--- src/logic/spgc_pkg.sv ---
// Constants for the serial-port GPIO block with codec reset sequencer.
package spgc_pkg;
	localparam int          PORT_W        = 24;
	localparam int          PINS          = 6;
	localparam int          ADR_W         = 3;
	localparam logic [2:0]  A_C_FUNC      = 3'h0;
	localparam logic [2:0]  A_D_FUNC      = 3'h1;
	localparam logic [2:0]  A_C_DIR       = 3'h2;
	localparam logic [2:0]  A_D_DIR       = 3'h3;
	localparam logic [2:0]  A_C_DATA      = 3'h4;
	localparam logic [2:0]  A_D_DATA      = 3'h5;
	localparam logic [2:0]  A_SEQ         = 3'h6;
	localparam int          BIT_RESET     = 0;
	localparam int          BIT_CSEL      = 0;
	localparam int          BIT_SEQ_GO    = 0;
	localparam int          BIT_SEQ_BUSY  = 1;
	localparam int          BIT_SEQ_DONE  = 2;
	localparam logic [5:0]  FUNC_RST      = 6'h00;
	localparam logic [5:0]  DIR_RST       = 6'h00;
	localparam int          CLK_MHZ       = 250;
	localparam int          HOLD_NS       = 1000;
	localparam int          POST_NS       = 500;
	localparam int          HOLD_CYC      = (HOLD_NS * CLK_MHZ + 999) / 1000;
	localparam int          POST_CYC      = (POST_NS * CLK_MHZ + 999) / 1000;
	localparam int          CNT_W         = 16;
	typedef enum logic [1:0] {SQ_IDLE, SQ_HOLD, SQ_POST} spgc_seq_t;
endpackage : spgc_pkg

--- src/logic/spgc_top.sv ---
// Serial-port pin sharing, GPIO registers and codec reset sequencer.
//
// The Wishbone slave port and the address map were left to the implementer.
`timescale 1ns/1ns
module spgc_top #(
	parameter int HOLD_CYCLES = spgc_pkg::HOLD_CYC,
	parameter int POST_CYCLES = spgc_pkg::POST_CYC
) (
	// Clock and reset
	input  wire logic                       clk_i,
	input  wire logic                       rst_i,
	// Wishbone slave
	input  wire logic                       cyc_i,
	input  wire logic                       stb_i,
	input  wire logic                       we_i,
	input  wire logic [31:0]                adr_i,
	input  wire logic [3:0]                 sel_i,
	input  wire logic [31:0]                dat_i,
	output logic      [31:0]                dat_o,
	output logic                            ack_o,
	// Port C pins
	input  wire logic [spgc_pkg::PINS-1:0]  pc_pin_i,
	output logic      [spgc_pkg::PINS-1:0]  pc_pin_o,
	output logic      [spgc_pkg::PINS-1:0]  pc_pin_oe_o,
	// Port D pins
	input  wire logic [spgc_pkg::PINS-1:0]  pd_pin_i,
	output logic      [spgc_pkg::PINS-1:0]  pd_pin_o,
	output logic      [spgc_pkg::PINS-1:0]  pd_pin_oe_o,
	// Serial port function side
	input  wire logic [spgc_pkg::PINS-1:0]  pc_ser_o_i,
	input  wire logic [spgc_pkg::PINS-1:0]  pc_ser_oe_i,
	output logic      [spgc_pkg::PINS-1:0]  pc_ser_i_o,
	input  wire logic [spgc_pkg::PINS-1:0]  pd_ser_o_i,
	input  wire logic [spgc_pkg::PINS-1:0]  pd_ser_oe_i,
	output logic      [spgc_pkg::PINS-1:0]  pd_ser_i_o
);
	localparam int N = spgc_pkg::PINS;

	logic [N-1:0]                 c_func_r;
	logic [N-1:0]                 d_func_r;
	logic [N-1:0]                 c_dir_r;
	logic [N-1:0]                 d_dir_r;
	logic [N-1:0]                 c_data_r;
	logic [N-1:0]                 d_data_r;
	logic [N-1:0]                 c_data_nxt;
	logic [N-1:0]                 d_data_nxt;
	logic                         seq_done_r;
	logic [spgc_pkg::CNT_W-1:0]   cnt_r;
	spgc_pkg::spgc_seq_t          seq_r;

	// Bus decode
	wire                          req     = cyc_i & stb_i & ~ack_o;
	wire                          wr      = req & we_i & sel_i[0];
	wire [spgc_pkg::ADR_W-1:0]    idx     = adr_i[spgc_pkg::ADR_W+1:2];
	wire                          hi_zero = (adr_i[31:spgc_pkg::ADR_W+2] == 27'h0000000);
	wire                          wr_cf   = wr & hi_zero & (idx == spgc_pkg::A_C_FUNC);
	wire                          wr_df   = wr & hi_zero & (idx == spgc_pkg::A_D_FUNC);
	wire                          wr_cd   = wr & hi_zero & (idx == spgc_pkg::A_C_DIR);
	wire                          wr_dd   = wr & hi_zero & (idx == spgc_pkg::A_D_DIR);
	wire                          wr_ca   = wr & hi_zero & (idx == spgc_pkg::A_C_DATA);
	wire                          wr_da   = wr & hi_zero & (idx == spgc_pkg::A_D_DATA);
	wire                          go      = wr & hi_zero & (idx == spgc_pkg::A_SEQ)
	                                        & dat_i[spgc_pkg::BIT_SEQ_GO]
	                                        & (seq_r == spgc_pkg::SQ_IDLE);

	// Pin direction per bit: serial owns pin, else direction bit decides
	wire [N-1:0] c_gpio_out = ~c_func_r & c_dir_r;
	wire [N-1:0] d_gpio_out = ~d_func_r & d_dir_r;

	// Read data: input pins show their level, output pins the stored bit
	wire [N-1:0] c_rd = (c_data_r & c_gpio_out) | (pc_pin_i & ~c_gpio_out);
	wire [N-1:0] d_rd = (d_data_r & d_gpio_out) | (pd_pin_i & ~d_gpio_out);

	logic [N-1:0] rd_sel;
	always_comb begin
		rd_sel = '0;
		unique case (idx)
			spgc_pkg::A_C_FUNC: rd_sel = c_func_r;
			spgc_pkg::A_D_FUNC: rd_sel = d_func_r;
			spgc_pkg::A_C_DIR:  rd_sel = c_dir_r;
			spgc_pkg::A_D_DIR:  rd_sel = d_dir_r;
			spgc_pkg::A_C_DATA: rd_sel = c_rd;
			spgc_pkg::A_D_DATA: rd_sel = d_rd;
			spgc_pkg::A_SEQ: begin
				rd_sel[spgc_pkg::BIT_SEQ_BUSY] = (seq_r != spgc_pkg::SQ_IDLE);
				rd_sel[spgc_pkg::BIT_SEQ_DONE] = seq_done_r;
			end
			default:            rd_sel = '0;
		endcase
	end
	wire [31:0] rd_word = hi_zero ? {{(32-N){1'b0}}, rd_sel} : 32'h00000000;

	// Data register next values; sequencer overrides software
	always_comb begin
		c_data_nxt = wr_ca ? dat_i[N-1:0] : c_data_r;
		d_data_nxt = wr_da ? dat_i[N-1:0] : d_data_r;
		if (go) begin
			d_data_nxt[spgc_pkg::BIT_CSEL]  = 1'b1;
			c_data_nxt[spgc_pkg::BIT_RESET] = 1'b0;
		end
		if (seq_r == spgc_pkg::SQ_HOLD && cnt_r == '0) begin
			c_data_nxt[spgc_pkg::BIT_RESET] = 1'b1;
		end
		if (seq_r != spgc_pkg::SQ_IDLE) begin
			d_data_nxt[spgc_pkg::BIT_CSEL] = 1'b1;
		end
	end

	// Data registers are not reset
	always_ff @(posedge clk_i) begin
		c_data_r <= c_data_nxt;
		d_data_r <= d_data_nxt;
	end

	// Control registers and bus answer
	always_ff @(posedge clk_i) begin
		if (rst_i) begin
			c_func_r <= spgc_pkg::FUNC_RST;
			d_func_r <= spgc_pkg::FUNC_RST;
			c_dir_r  <= spgc_pkg::DIR_RST;
			d_dir_r  <= spgc_pkg::DIR_RST;
			ack_o    <= 1'b0;
			dat_o    <= 32'h00000000;
		end else begin
			if (wr_cf) c_func_r <= dat_i[N-1:0];
			if (wr_df) d_func_r <= dat_i[N-1:0];
			if (wr_cd) c_dir_r  <= dat_i[N-1:0];
			if (wr_dd) d_dir_r  <= dat_i[N-1:0];
			ack_o <= req;
			dat_o <= req ? rd_word : 32'h00000000;
		end
	end

	// Reset sequencer; chip select is left high for the transfer routine
	always_ff @(posedge clk_i) begin
		if (rst_i) begin
			seq_r      <= spgc_pkg::SQ_IDLE;
			cnt_r      <= '0;
			seq_done_r <= 1'b0;
		end else begin
			unique case (seq_r)
				spgc_pkg::SQ_IDLE: if (go) begin
					seq_r      <= spgc_pkg::SQ_HOLD;
					cnt_r      <= spgc_pkg::CNT_W'(HOLD_CYCLES - 1);
					seq_done_r <= 1'b0;
				end
				spgc_pkg::SQ_HOLD: if (cnt_r == '0) begin
					seq_r <= spgc_pkg::SQ_POST;
					cnt_r <= spgc_pkg::CNT_W'(POST_CYCLES - 1);
				end else begin
					cnt_r <= cnt_r - 1'b1;
				end
				spgc_pkg::SQ_POST: if (cnt_r == '0) begin
					seq_r      <= spgc_pkg::SQ_IDLE;
					seq_done_r <= 1'b1;
				end else begin
					cnt_r <= cnt_r - 1'b1;
				end
				default: seq_r <= spgc_pkg::SQ_IDLE;
			endcase
		end
	end

	// Pin drivers: registered so outputs come straight from flip-flops
	always_ff @(posedge clk_i) begin
		if (rst_i) begin
			pc_pin_o    <= '0;
			pc_pin_oe_o <= '0;
			pd_pin_o    <= '0;
			pd_pin_oe_o <= '0;
			pc_ser_i_o  <= '0;
			pd_ser_i_o  <= '0;
		end else begin
			pc_pin_o    <= (c_func_r & pc_ser_o_i) | (~c_func_r & c_data_nxt);
			pc_pin_oe_o <= (c_func_r & pc_ser_oe_i) | c_gpio_out;
			pd_pin_o    <= (d_func_r & pd_ser_o_i) | (~d_func_r & d_data_nxt);
			pd_pin_oe_o <= (d_func_r & pd_ser_oe_i) | d_gpio_out;
			pc_ser_i_o  <= pc_pin_i & c_func_r;
			pd_ser_i_o  <= pd_pin_i & d_func_r;
		end
	end
endmodule : spgc_top

--- config.mk ---
export PLATFORM = sky130hd
export DESIGN_NAME = spgc_top
export DESIGN_NICKNAME = d
export VERILOG_FILES = /design/src/logic/spgc_pkg.sv /design/src/logic/spgc_top.sv
export SDC_FILE = /design/constraint.sdc
export NUM_CORES = 1
export LEC_CHECK = 0
export BUFFER_PORTS_ARGS = -buffer_cell sky130_fd_sc_hd__buf_2
export CORE_MARGIN = 2
export CORE_UTILIZATION = 45
export DETAILED_ROUTE_END_ITERATION = 12
export PLACE_DENSITY_LB_ADDON = 0.2
export SLEW_MARGIN = 20
export SYNTH_ARGS = -nofsm -noshare
export SYNTH_HDL_FRONTEND = slang
export SYNTH_SLANG_ARGS = --single-unit
--- constraint.sdc ---
create_clock -name clk_i -period 1.9 [get_ports clk_i]
set_clock_uncertainty 0.1 [all_clocks]
set_input_delay 0.095 -clock clk_i [delete_from_list [all_inputs] [get_ports clk_i]]
set_output_delay 0.095 -clock clk_i [all_outputs]
set_load 0.01 [all_outputs]
Word level (Yosys, flattened, before mapping)
Cells that the tools add are included.

Bits in registers: 124. Input bits: 109. Logic and storage cells: 105.

Add/sub/neg operators: 1. Equality and inequality tests: 12. Multiplexer cells: 20. Bitwise logic cells: 41. Reduce and logical (&&, ||, !) cells: 13.

Operators with widths (count): 6-bit bitwise AND (14); 16-bit two-way mux (3); 16-bit one-hot mux with 3 select lines (1); 6-bit bitwise OR (6); 27-bit logical NOT (1); 6-bit inverter (4); 3-bit one-hot mux with 6 select lines (1); 16-bit logical NOT (1); 16-bit by 1-bit subtractor with 16-bit output (second input constant) (1); 1-bit bitwise AND (14); 2-bit one-hot mux with 7 select lines (1); 6-bit two-way mux (2); 3-bit equality test (second input constant) (3); 3-bit AND reduction (3); 3-bit by 2-bit equality test with 1-bit output (second input constant) (2); 1-bit two-way mux (6); 2-bit two-way mux (3); 2-bit != test (second input constant) (3); 1-bit one-hot mux with 6 select lines (1); 2-bit one-hot mux with 3 select lines (1); 2-bit nonzero test (2); 3-bit by 1-bit equality test with 1-bit output (second input constant) (1); 3-bit logical NOT (1); 1-bit inverter (3); 9 further kinds (9).

Logic depth before layout (Yosys ltp)
Gate-level depths: netlist (run 1).

Depth after elaboration: 12. Depth in mapped cells: 9. Mapped depth without buffers: 8.

Least setup slack after synthesis (run 1)
OpenSTA, ideal clock, no wires.

Path type: register -> register. Start point: reg cnt_r[0] in the netlist's numbering. End point: reg cnt_r[14] in the netlist's numbering. Library setup time: 0.126 ns. Data arrival time: 1.754 ns. Setup slack: -0.080 ns. Stages on the path, launching flop included: 9. Path buffers: 0. Period minus slack after synthesis: 1.980 ns. Cell sequence: dfxtp_1 -> inv_1 -> ha_1 -> nor3b_1 -> nand2_1 -> o31ai_1 -> a21oi_1 -> o211ai_1 -> o31ai_2.

Cells in the longest elaborated chain, start to end: 3.

RTL lines: start, declared (RTL line spgc_top.sv:48) `logic [spgc_pkg::CNT_W-1:0] cnt_r;`; start signal, assigned (RTL line spgc_top.sv:144) `cnt_r <= spgc_pkg::CNT_W'(HOLD_CYCLES - 1);`; start signal, assigned (RTL line spgc_top.sv:149) `cnt_r <= spgc_pkg::CNT_W'(POST_CYCLES - 1);`; start signal, assigned (RTL line spgc_top.sv:151) `cnt_r <= cnt_r - 1'b1;`; 16-bit by 1-bit subtractor with 16-bit output / 16-bit logical NOT (equally long branches); 16-bit two-way mux, or another cell as far along (RTL line spgc_top.sv:153) `spgc_pkg::SQ_POST: if (cnt_r == '0) begin`; 16-bit one-hot mux with 3 select lines / 3-bit AND reduction (equally long branches).

Parallel ways exist; a longest one is shown, timed or not. The select of a mux whose other input is x is not followed. A chain may end at the register's enable or synchronous reset.

Final worst setup path (run 1)
Start point: reg cnt_r[1] in the netlist's numbering. End point: reg cnt_r[8] in the netlist's numbering.

The elaborated chain is that of the path after synthesis.

==> results of run 1 <==
==> worst reg2reg max path, cell delays in order (launching register included) <==
cell       delay (ns)
dfxtp_2          0.33
inv_1            0.07
ha_2             0.18
nor4b_4          0.17
nand4_1          0.21
a21oi_4          0.29
clkbuf_16        0.20
a21oi_1          0.04
o211ai_1         0.22
o41ai_2          0.13
==> cell type report <==
cell class	count	area [um^2]	share of cell area [%]
clock buffer	11	141	2.03
clock inverter	5	60.1	0.861
inverter	14	52.6	0.753
multi-input combinational	389	2830	40.6
sequential	98	1970	28.2
tap	136	170	2.44
timing repair buffer	243	1750	25.1
==> power by group <==
group	switching, mW	internal (mW)
clock network	0.780	0.654
logic	0.181	0.166
registers	0.000795	2.06
==> per-stage QoR <==
stage,instance area [um^2],instances
after CTS,6620,884
after global routing,6980,896
final,6980,896
after global placement,5900,822
after floorplan,4920,558
after detailed placement,5900,822
==> layout by cell type, fill, tap and decap left out, drive strengths merged, types with 6 or more instances in the layout <==
master and n:
a21oi 50, o21ai 22, nand2b 12, nor2 39
nand3 23, nor2b 10, and3 14, nor4 13
o211ai 8, mux2i 30, conb 26, dlygate4sd3 43
nand4 6, inv 16, nand2 40, dfxtp 98
mux2 10, nor3 12, buf 198, clkbuf 13
o31ai 6
==> worst max path at each step <==
stage                     startpoint          end  slack, ns  cells past startpoint
after global placement      adr_i[7]     cnt_r[9]      -0.18                      9
after global routing       cnt_r[10]     cnt_r[7]      -0.25                      9
final                       cnt_r[1]     cnt_r[8]      -0.16                      9
after CTS                      ack_o     cnt_r[9]      -0.14                      7
after floorplan             cnt_r[3]     cnt_r[9]      -0.04                      5
after detailed placement   adr_i[20]  pd_pin_o[2]      -0.27                      8
==> flip-flops by register name (all words and copies together) (netlist names), 6 cells and up <==
signal and cells:
pc_ser_i_o 6, pd_ser_i_o 6, pc_pin_oe_o 6, d_func_r 6, pd_pin_o 6, c_data_r 6
pd_pin_oe_o 6, c_func_r 6, dat_o 6, pc_pin_o 6, d_data_r 6, d_dir_r 6
c_dir_r 6, cnt_r 16
==> repair_timing <==
| action | CTS | global route |
|---|---|---|
| endpoints found under the setup margin | 29 | 51 |
| cloned | 0 | 4 |
| setup buffers | 3 | 8 |
| gates resized for setup | 15 | 61 |
| hold buffers | 43 | 0 |
| endpoints found under the hold margin | 69 | 0 |
| pin swaps | 4 | 24 |
==> logic make-up (layout without fill, tap and decap cells) <==
logic type,after synthesis,after routing
AND/OR/NAND/NOR,195,195
AO/OA/AOI/OAI,119,119
flip-flops,98,98
buffers and inverters,71,273
multiplexers,44,44
adder cells (fa/ha/maj),5,5
other,1,26
==> metal layers <==
layer / vias up / GRT usage, %
met5: - / 0
met4: 0 / 9.46
met3: 21 / 3.21
met2: 199 / 39.9
met1: 2301 / 32.4
li1: 2304 / -
==> results_dict.tcl, run 1 <==
set metrics [dict create \
    outcome "finished, violations left" \
    violations "setup timing" \
    min_period_ns 2.06 \
    io_buffers 120 \
    r2r_slack_ns -0.16 \
    synthAdderAreaFrac_pct 1.30 \
    cp_cell_sequence "inv_1, ha_2, nor4b_4, nand4_1, a21oi_4, clkbuf_16, a21oi_1, o211ai_1, o41ai_2" \
    hold_path_class "primary input to register" \
    async_flop_share_pct 0 \
    clockBufferDepth 2 \
    ys.flop_type "dfxtp_1" \
    nFillCells 797 \
    critPathTopFamily "compound AO/OA/AOI/OAI gates" \
    cts.htree.levels 3 \
    fmax_mhz 485 \
    synth-edff-count 0 \
    cp-start-kind "register" \
    ys.warnings.count 0 \
    grt_util_all_layers_pct 24.3 \
    reg2reg_to "cnt_r[8]" \
    hold_depth 3 \
    hpwlAfterDp_mm 9.67 \
    cts_tree "done" \
    diodes 0 \
    netlist_instances 533 \
    cp.arrival_ns 2.21 \
    synth_cell_types 58 \
    start_util_pct 46.5 \
    synth_top_family_by_area "simple AND/OR/NAND/NOR gates" \
    cts.sink_count 98 \
    synthXorXnorAreaFrac_pct 0 \
    ys_seq_elements 98 \
    grt_pass1_wl_mm 22.1 \
    power_mw 3.84 \
    drive_gt1_share_pct 38.7 \
    clkSlewWorstSetupHoldPaths_ns 0.09 \
    r2r_cells 9 \
    cts_buffers 9 \
    period_share_pct 108 \
    vias 4825 \
    top_layer_used "met4" \
    grt_pass1_vias 4546 \
    utilization_pct 67.6 \
    synth_top_area_cell "dfxtp_1" \
    powerDensity_nw_per_um2 550 \
    rsz0062_at_grt "true" \
    drtIter0Drc 282 \
    first_pass_iters 4 \
    worstHoldEndpoint "ack_o" \
    fin_ws_ns -0.161 \
    hold_viol 0 \
    cp_num_buf_inv 2 \
    synth_area_leaders "dfxtp_1 (41%), mux2i_1 (6.3%), a21oi_1 (5.2%)" \
    synth.top_cell.area_share_pct 40.9 \
    critPathCaptureType "register" \
    clock_latency_ns 0.38 \
    met3_length_um 921 \
    placement_rows 37 \
    leakagePower_nw 3.21 \
    peakVddDrop_uv 282 \
    grt_overflow 0 \
    slowest_delay_ns 0.33 \
    ant_nets 0 \
    muxShareOfSynthArea_pct 10.5 \
    synthMostInstantiatedCell "dfxtp_1" \
    worstSetupPathType "register to register" \
    tns_ns -2.37 \
    die-height_um 107 \
    maxCapViolCount 0 \
    wl_met1_mm 6.50 \
    worstPathMaxFanout 6 \
    whs_ns 0.0463 \
    synth_compound_area_share_pct 15.3 \
    r2r-start "cnt_r[1]" \
    wirelength_mm 14.4 \
    setup_viol 39 \
    worstHoldStart "cyc_i" \
    routedWlPerCell_um 16.1 \
    gp_congestion 0.903 \
    dr_wl_met2_mm 6.75 \
    drc 0 \
    via_per_inst 5.39 \
    antenna_found_initial 0 \
    worstPathRequired_ns 2.05 \
    grt_max_degree 31 \
    place_ws_ns -0.269 \
    syn-cell-area_um2 4800 \
    cts_root_buf "clkbuf_8" \
    netlist_top_cells_count "dfxtp_1 (98), a21oi_1 (50), nand2_1 (40)" \
    die_x_um 107 \
    die_area_um2 11500 \
    core_region_area_um2 10300 \
    ys_seq_area_share_pct 40.9 \
    io-pin-count 178 \
    area_growth_pct 45.4 \
    nets 869 \
    syn_area_per_cell_um2 9.01 \
    synth-simple-area-share_pct 24.2 \
    slew_viol_final 0 \
    cp_slowest_cell "dfxtp_2" \
]
Note: power is estimated with default switching activity, not from simulation.
==> inputs of run 2 (changes only) <==
--- a/config.mk
+++ b/config.mk
@@ -12,3 +12,2 @@
 export PLACE_DENSITY_LB_ADDON = 0.2
-export SLEW_MARGIN = 20
 export SYNTH_ARGS = -nofsm -noshare
==> constraint.sdc (replaced) <==
create_clock -name clk_i -period 1.9 [get_ports clk_i]
set_clock_uncertainty 0.1 [all_clocks]
set_input_delay 0.475 -clock clk_i [delete_from_list [all_inputs] [get_ports clk_i]]
set_output_delay 0.475 -clock clk_i [all_outputs]
set_load 0.01 [all_outputs]
==> run 2 against run 1 <==
  * The flow still finishes with violations (setup timing)
  * Critical path type unchanged
  * Sequential share of layout area up 0.60 points
  * Utilization down 1.5 points
  * Global-route usage up 0.17 points
  * Total power down 1.3%
  * Design area down 2.2%
  * Non-clock buffer count down 21
  * Critical path depth down 2
  * Largest cell class unchanged
  * Hold slack better by 0.18 ns
  * Via count down 2.8%
  * Wire length down 2.2%
  * Fmax down 0.19%
==> results_dict.tcl, run 2 (synthesis gave the netlist of run 1 again) <==
set metrics [dict create \
    outcome "finished, violations left" \
    violations "setup timing" \
    cp_slowest_cell "or3_4" \
    powerDensity_nw_per_um2 554 \
    diodes 0 \
    vias 4690 \
    maxCapViolCount 0 \
    via_per_inst 5.37 \
    io_buffers 120 \
    p_sw_mw 0.918 \
    antenna_found_initial 0 \
    cp_num_buf_inv 1 \
    core_region_area_um2 10300 \
    largest_reg_flops 16 \
    cp_cell_sequence "and3b_2, nand4_4, buf_6, nor3_4, o211ai_1, or3_4, o31ai_2" \
    clockBufferDepth 2 \
    fin_area_um2 6830 \
    worstPathMaxFanout 4 \
    r2r_slack_ns -0.16 \
    layout_common_cells "buf_2 (116), dfxtp_1 (94), buf_4 (82)" \
    p_int_mw 2.87 \
    slew_viol_final 0 \
    cts_root_buf "clkbuf_8" \
    fin_cells 874 \
    die-height_um 107 \
    worstSetupPathType "register to register" \
    p_seq_share_pct 54.3 \
    grt_max_degree 27 \
    leakagePower_nw 3.17 \
    io-pin-count 178 \
    hpwlAfterDp_mm 10.0 \
    rsz0062_at_grt "true" \
    slowest_delay_ns 0.39 \
    p_comb_share_pct 8.1 \
    swShare_pct 24.2 \
    critPathTopFamily "simple AND/OR/NAND/NOR gates" \
    layout_commonest_cell "buf_2" \
    fin_ws_ns -0.165 \
    fmax_mhz 484 \
    ant_nets 0 \
    nets 848 \
    utilization_pct 66.1 \
    drc 0 \
    wirelength_mm 14.1 \
    cp-start-kind "register" \
    power_mw 3.79 \
    hold_viol 0 \
    grt_overflow 0 \
    clkSlewWorstSetupHoldPaths_ns 0.09 \
    first_pass_iters 5 \
    min_period_ns 2.06 \
    cp.arrival_ns 2.26 \
    drive_gt1_share_pct 42.8 \
    cts_tree "done" \
    routedWlPerCell_um 16.1 \
    grt_pass1_vias 4518 \
    regMostFlops "cnt_r" \
    gp_congestion 0.857 \
    cts.htree.levels 3 \
    worstPathRequired_ns 2.09 \
    grt_pass1_wl_mm 22.0 \
    critPathCaptureType "register" \
    grt_util_all_layers_pct 24.5 \
    cts.sink_count 98 \
    start_util_pct 46.5 \
    setup_viol 48 \
    placed_area_um2 6110 \
    period_share_pct 109 \
    peakVddDrop_uv 323 \
    placement_rows 37 \
    die_x_um 107 \
    area_growth_pct 42.2 \
    cts_buffers 9 \
    hold_path_class "primary input to register" \
    clock_latency_ns 0.38 \
    clockPowerShare_pct 37.6 \
    drtIter0Drc 198 \
    dp_cells 843 \
    die_area_um2 11500 \
]
run 2: final timing paths:
check / from / cells past startpoint / to
setup / recovery: ack_o / 7 / cnt_r[12]
hold / removal: pc_ser_o_i[5] / 3 / pc_pin_o[5]
setup reg to reg: ack_o / 7 / cnt_r[12]
hold reg to reg: c_dir_r[5] / 2 / c_dir_r[5]
run 2: worst register-to-register path: cells and delay by family (launching register included):
kind / cells / cell delay, ns
AND/OR/NAND/NOR: 4 / 1.03
AO/OA/AOI/OAI: 2 / 0.37
flip-flops: 1 / 0.33
buffers and inverters: 1 / 0.16
run 2: through the flow:
stage | setup WS (ns) | setup TNS [ns] | hold slack (ns)
6_report | -0.165 | -3.97 | 0.226
5_1_grt | -0.256 | -8.44 | 0.225
4_1_cts | -0.138 | -2.05 | 0.217
3_5_place_dp | -0.561 | -26.87 | 0.356
3_3_place_gp | -0.488 | -23.99 | 0.350
2_1_floorplan | -0.246 | -7.75 | 0.334
run 2: power groups by stage:
stage | registers [mW] | logic [mW] | clock network, mW
6_report | 2.06 | 0.306 | 1.42
5_1_grt | 2.06 | 0.328 | 1.54
4_1_cts | 2.06 | 0.300 | 1.46
3_5_place_dp | 2.10 | 0.289 | 0
3_3_place_gp | 2.10 | 0.287 | 0
2_1_floorplan | 2.11 | 0.169 | 0
run 2: timing repair:
item                       4_1_cts  5_1_grt
gates cloned                     0        1
pin swaps                        9       21
setup endpoints to repair       41       56
gates resized for setup         51       39
hold buffers                     0        0
setup buffers                    9        6
run 2: area by class of cell:
class / instances / area (um^2)
clock buffer: 11 / 151
inverter: 14 / 52.6
sequential: 98 / 1970
fill: 856 / 3490
multi-input combinational: 389 / 2950
timing repair buffer: 222 / 1480
clock inverter: 4 / 56.3
tap: 136 / 170
run 2: routing by layer:
metal / global-route usage, % / share of wire, %
met5: 0 / 0
met4: 10.0 / 2.4
met3: 4.84 / 6.7
met2: 40.0 / 47
met1: 31.6 / 43
==> inputs of run 3 (changes only) <==
- CORE_UTILIZATION: 45 -> 46
- CTS_BUF_LIST: not set -> sky130_fd_sc_hd__clkbuf_8
==> run 3 against run 2 <==
  * The flow still finishes with violations (setup timing)
  * Global-route usage up 0.31 points
  * Critical path depth unchanged
  * Clock power down 6%
  * Critical path type unchanged
  * Largest cell class unchanged
==> results_dict.tcl, run 3 (synthesis gave the netlist of run 1 again) <==
set metrics [dict create \
    grt_max_degree 24 \
    maxCapViolCount 0 \
    slowest_delay_ns 0.33 \
    p_comb_share_pct 8.6 \
    p_int_mw 2.72 \
    core_region_area_um2 10200 \
    outcome "finished, violations left" \
    cp_slowest_cell "dfxtp_2" \
    power_mw 3.71 \
    ant_nets 0 \
    clockBufferDepth 2 \
    start_util_pct 46.9 \
    first_pass_iters 5 \
    cp.arrival_ns 2.21 \
    fin_area_um2 6990 \
    hold_viol 0 \
    min_period_ns 2.04 \
    cts_root_buf "clkbuf_8" \
    rsz0062_at_grt "true" \
    period_share_pct 107 \
    clkSlewWorstSetupHoldPaths_ns 0.10 \
    nFillCells 814 \
    io_buffers 120 \
    io-pin-count 178 \
    drc 0 \
    hold_path_class "primary input to register" \
    regArea_um2 1970 \
    setup_viol 50 \
    area_growth_pct 45.5 \
    p_sw_mw 0.985 \
    worstSetupPathType "register to register" \
    grt_pass1_vias 4510 \
    antenna_found_initial 0 \
    placement_rows 37 \
    whs_ns 0.221 \
    cp_cell_sequence "and3b_2, nand4_4, buf_6, nor3_2, nand3_2, and3_1, o31a_1" \
    vias 4787 \
    regMostFlops "cnt_r" \
    placed_area_um2 6070 \
    routedWlPerCell_um 16.4 \
    hpwlAfterDp_mm 10.1 \
    layout_common_cells "buf_2 (113), dfxtp_1 (95), buf_4 (79)" \
    tns_ns -4.40 \
    powerDensity_nw_per_um2 531 \
    worstPathMaxFanout 5 \
    wirelength_mm 14.4 \
    violations "setup timing" \
    fin_ws_ns -0.141 \
    cts.htree.levels 3 \
    gp_congestion 0.882 \
    die_x_um 106 \
    largest_reg_flops 16 \
    drive_gt1_share_pct 45.6 \
    die_area_um2 11300 \
    slew_viol_final 0 \
    swShare_pct 26.5 \
    cts_buffers 9 \
    nets 854 \
    drtIter0Drc 251 \
    leakagePower_nw 3.17 \
    p_seq_share_pct 55.5 \
    clock_latency_ns 0.37 \
    grt_util_all_layers_pct 24.8 \
    clockPowerShare_pct 35.9 \
    worstPathRequired_ns 2.07 \
    peakVddDrop_uv 358 \
    utilization_pct 68.3 \
    cp-start-kind "register" \
    fmax_mhz 490 \
    cts.sink_count 98 \
    die-height_um 106 \
    grt_overflow 0 \
    multiInputGateArea_um2 2990 \
    diodes 0 \
    grt_pass1_wl_mm 22.3 \
    cts_tree "done" \
    via_per_inst 5.43 \
    layout_commonest_cell "buf_2" \
    critPathCaptureType "register" \
]
-- run 3: changes by cell type in the layout (fill, tap and decap cells not counted), sizes merged --
cell    before  now
buf        222  226
clkinv       1    3
bufinv       1    0
clkbuf      11   12
inv         16   17
-- run 3: layout make-up --
class,count,area share (%)
Clock buffer,10,1.97
Clock inverter,6,0.788
Inverter,14,0.752
Multi-Input combinational cell,389,42.9
Sequential cell,98,28.1
Tap cell,136,2.44
Timing Repair Buffer,228,23.1
-- run 3: per-layer routing --
layer | track usage [%] | part of all wire (%)
met4 | 8.18 | 1.6
met5 | 0 | 0
met2 | 40.4 | 48
met3 | 4.17 | 7.2
met1 | 33.3 | 43
-- run 3: final timing paths --
kind                                startpoint             end  slack, ns  cells after the start
worst min-delay path            pd_ser_oe_i[5]  pd_pin_oe_o[5]       0.22                      3
worst max register to register           ack_o        seq_r[1]      -0.14                      7
worst max-delay path                     ack_o        seq_r[1]      -0.14                      7
worst min register to register      c_dir_r[4]      c_dir_r[4]       0.38                      2
-- run 3: through the flow --
step	setup slack (ns)	cells
after floorplan	-0.246	558
after global placement	-0.496	838
after detailed placement	-0.567	838
after CTS	-0.149	870
after global routing	-0.216	881
final	-0.141	881
-- run 3: what timing repair did --
item                                    in CTS  in global routing
hold buffers                                 0                  0
endpoints found under the setup margin      56                 58
pin swaps                                   15                 34
cloned                                       0                  2
buffers inserted                            16                  9
resized for setup                           47                 71
-- run 3: power by group through the flow --
stage,Combinational (mW),Sequential (mW),Clock [mW]
global placement,0.290,2.10,0
detailed placement,0.293,2.10,0
global route,0.341,2.06,1.44
finish,0.320,2.06,1.33
floorplan,0.169,2.11,0
CTS,0.306,2.06,1.36
-- run 3: critical path: cells and delay by family, from the launching register on --
family,cells,cell delay [ns]
AO/OA/AOI/OAI,1,0.29
buffers and inverters,1,0.20
flip-flops,1,0.33
AND/OR/NAND/NOR,5,1.01
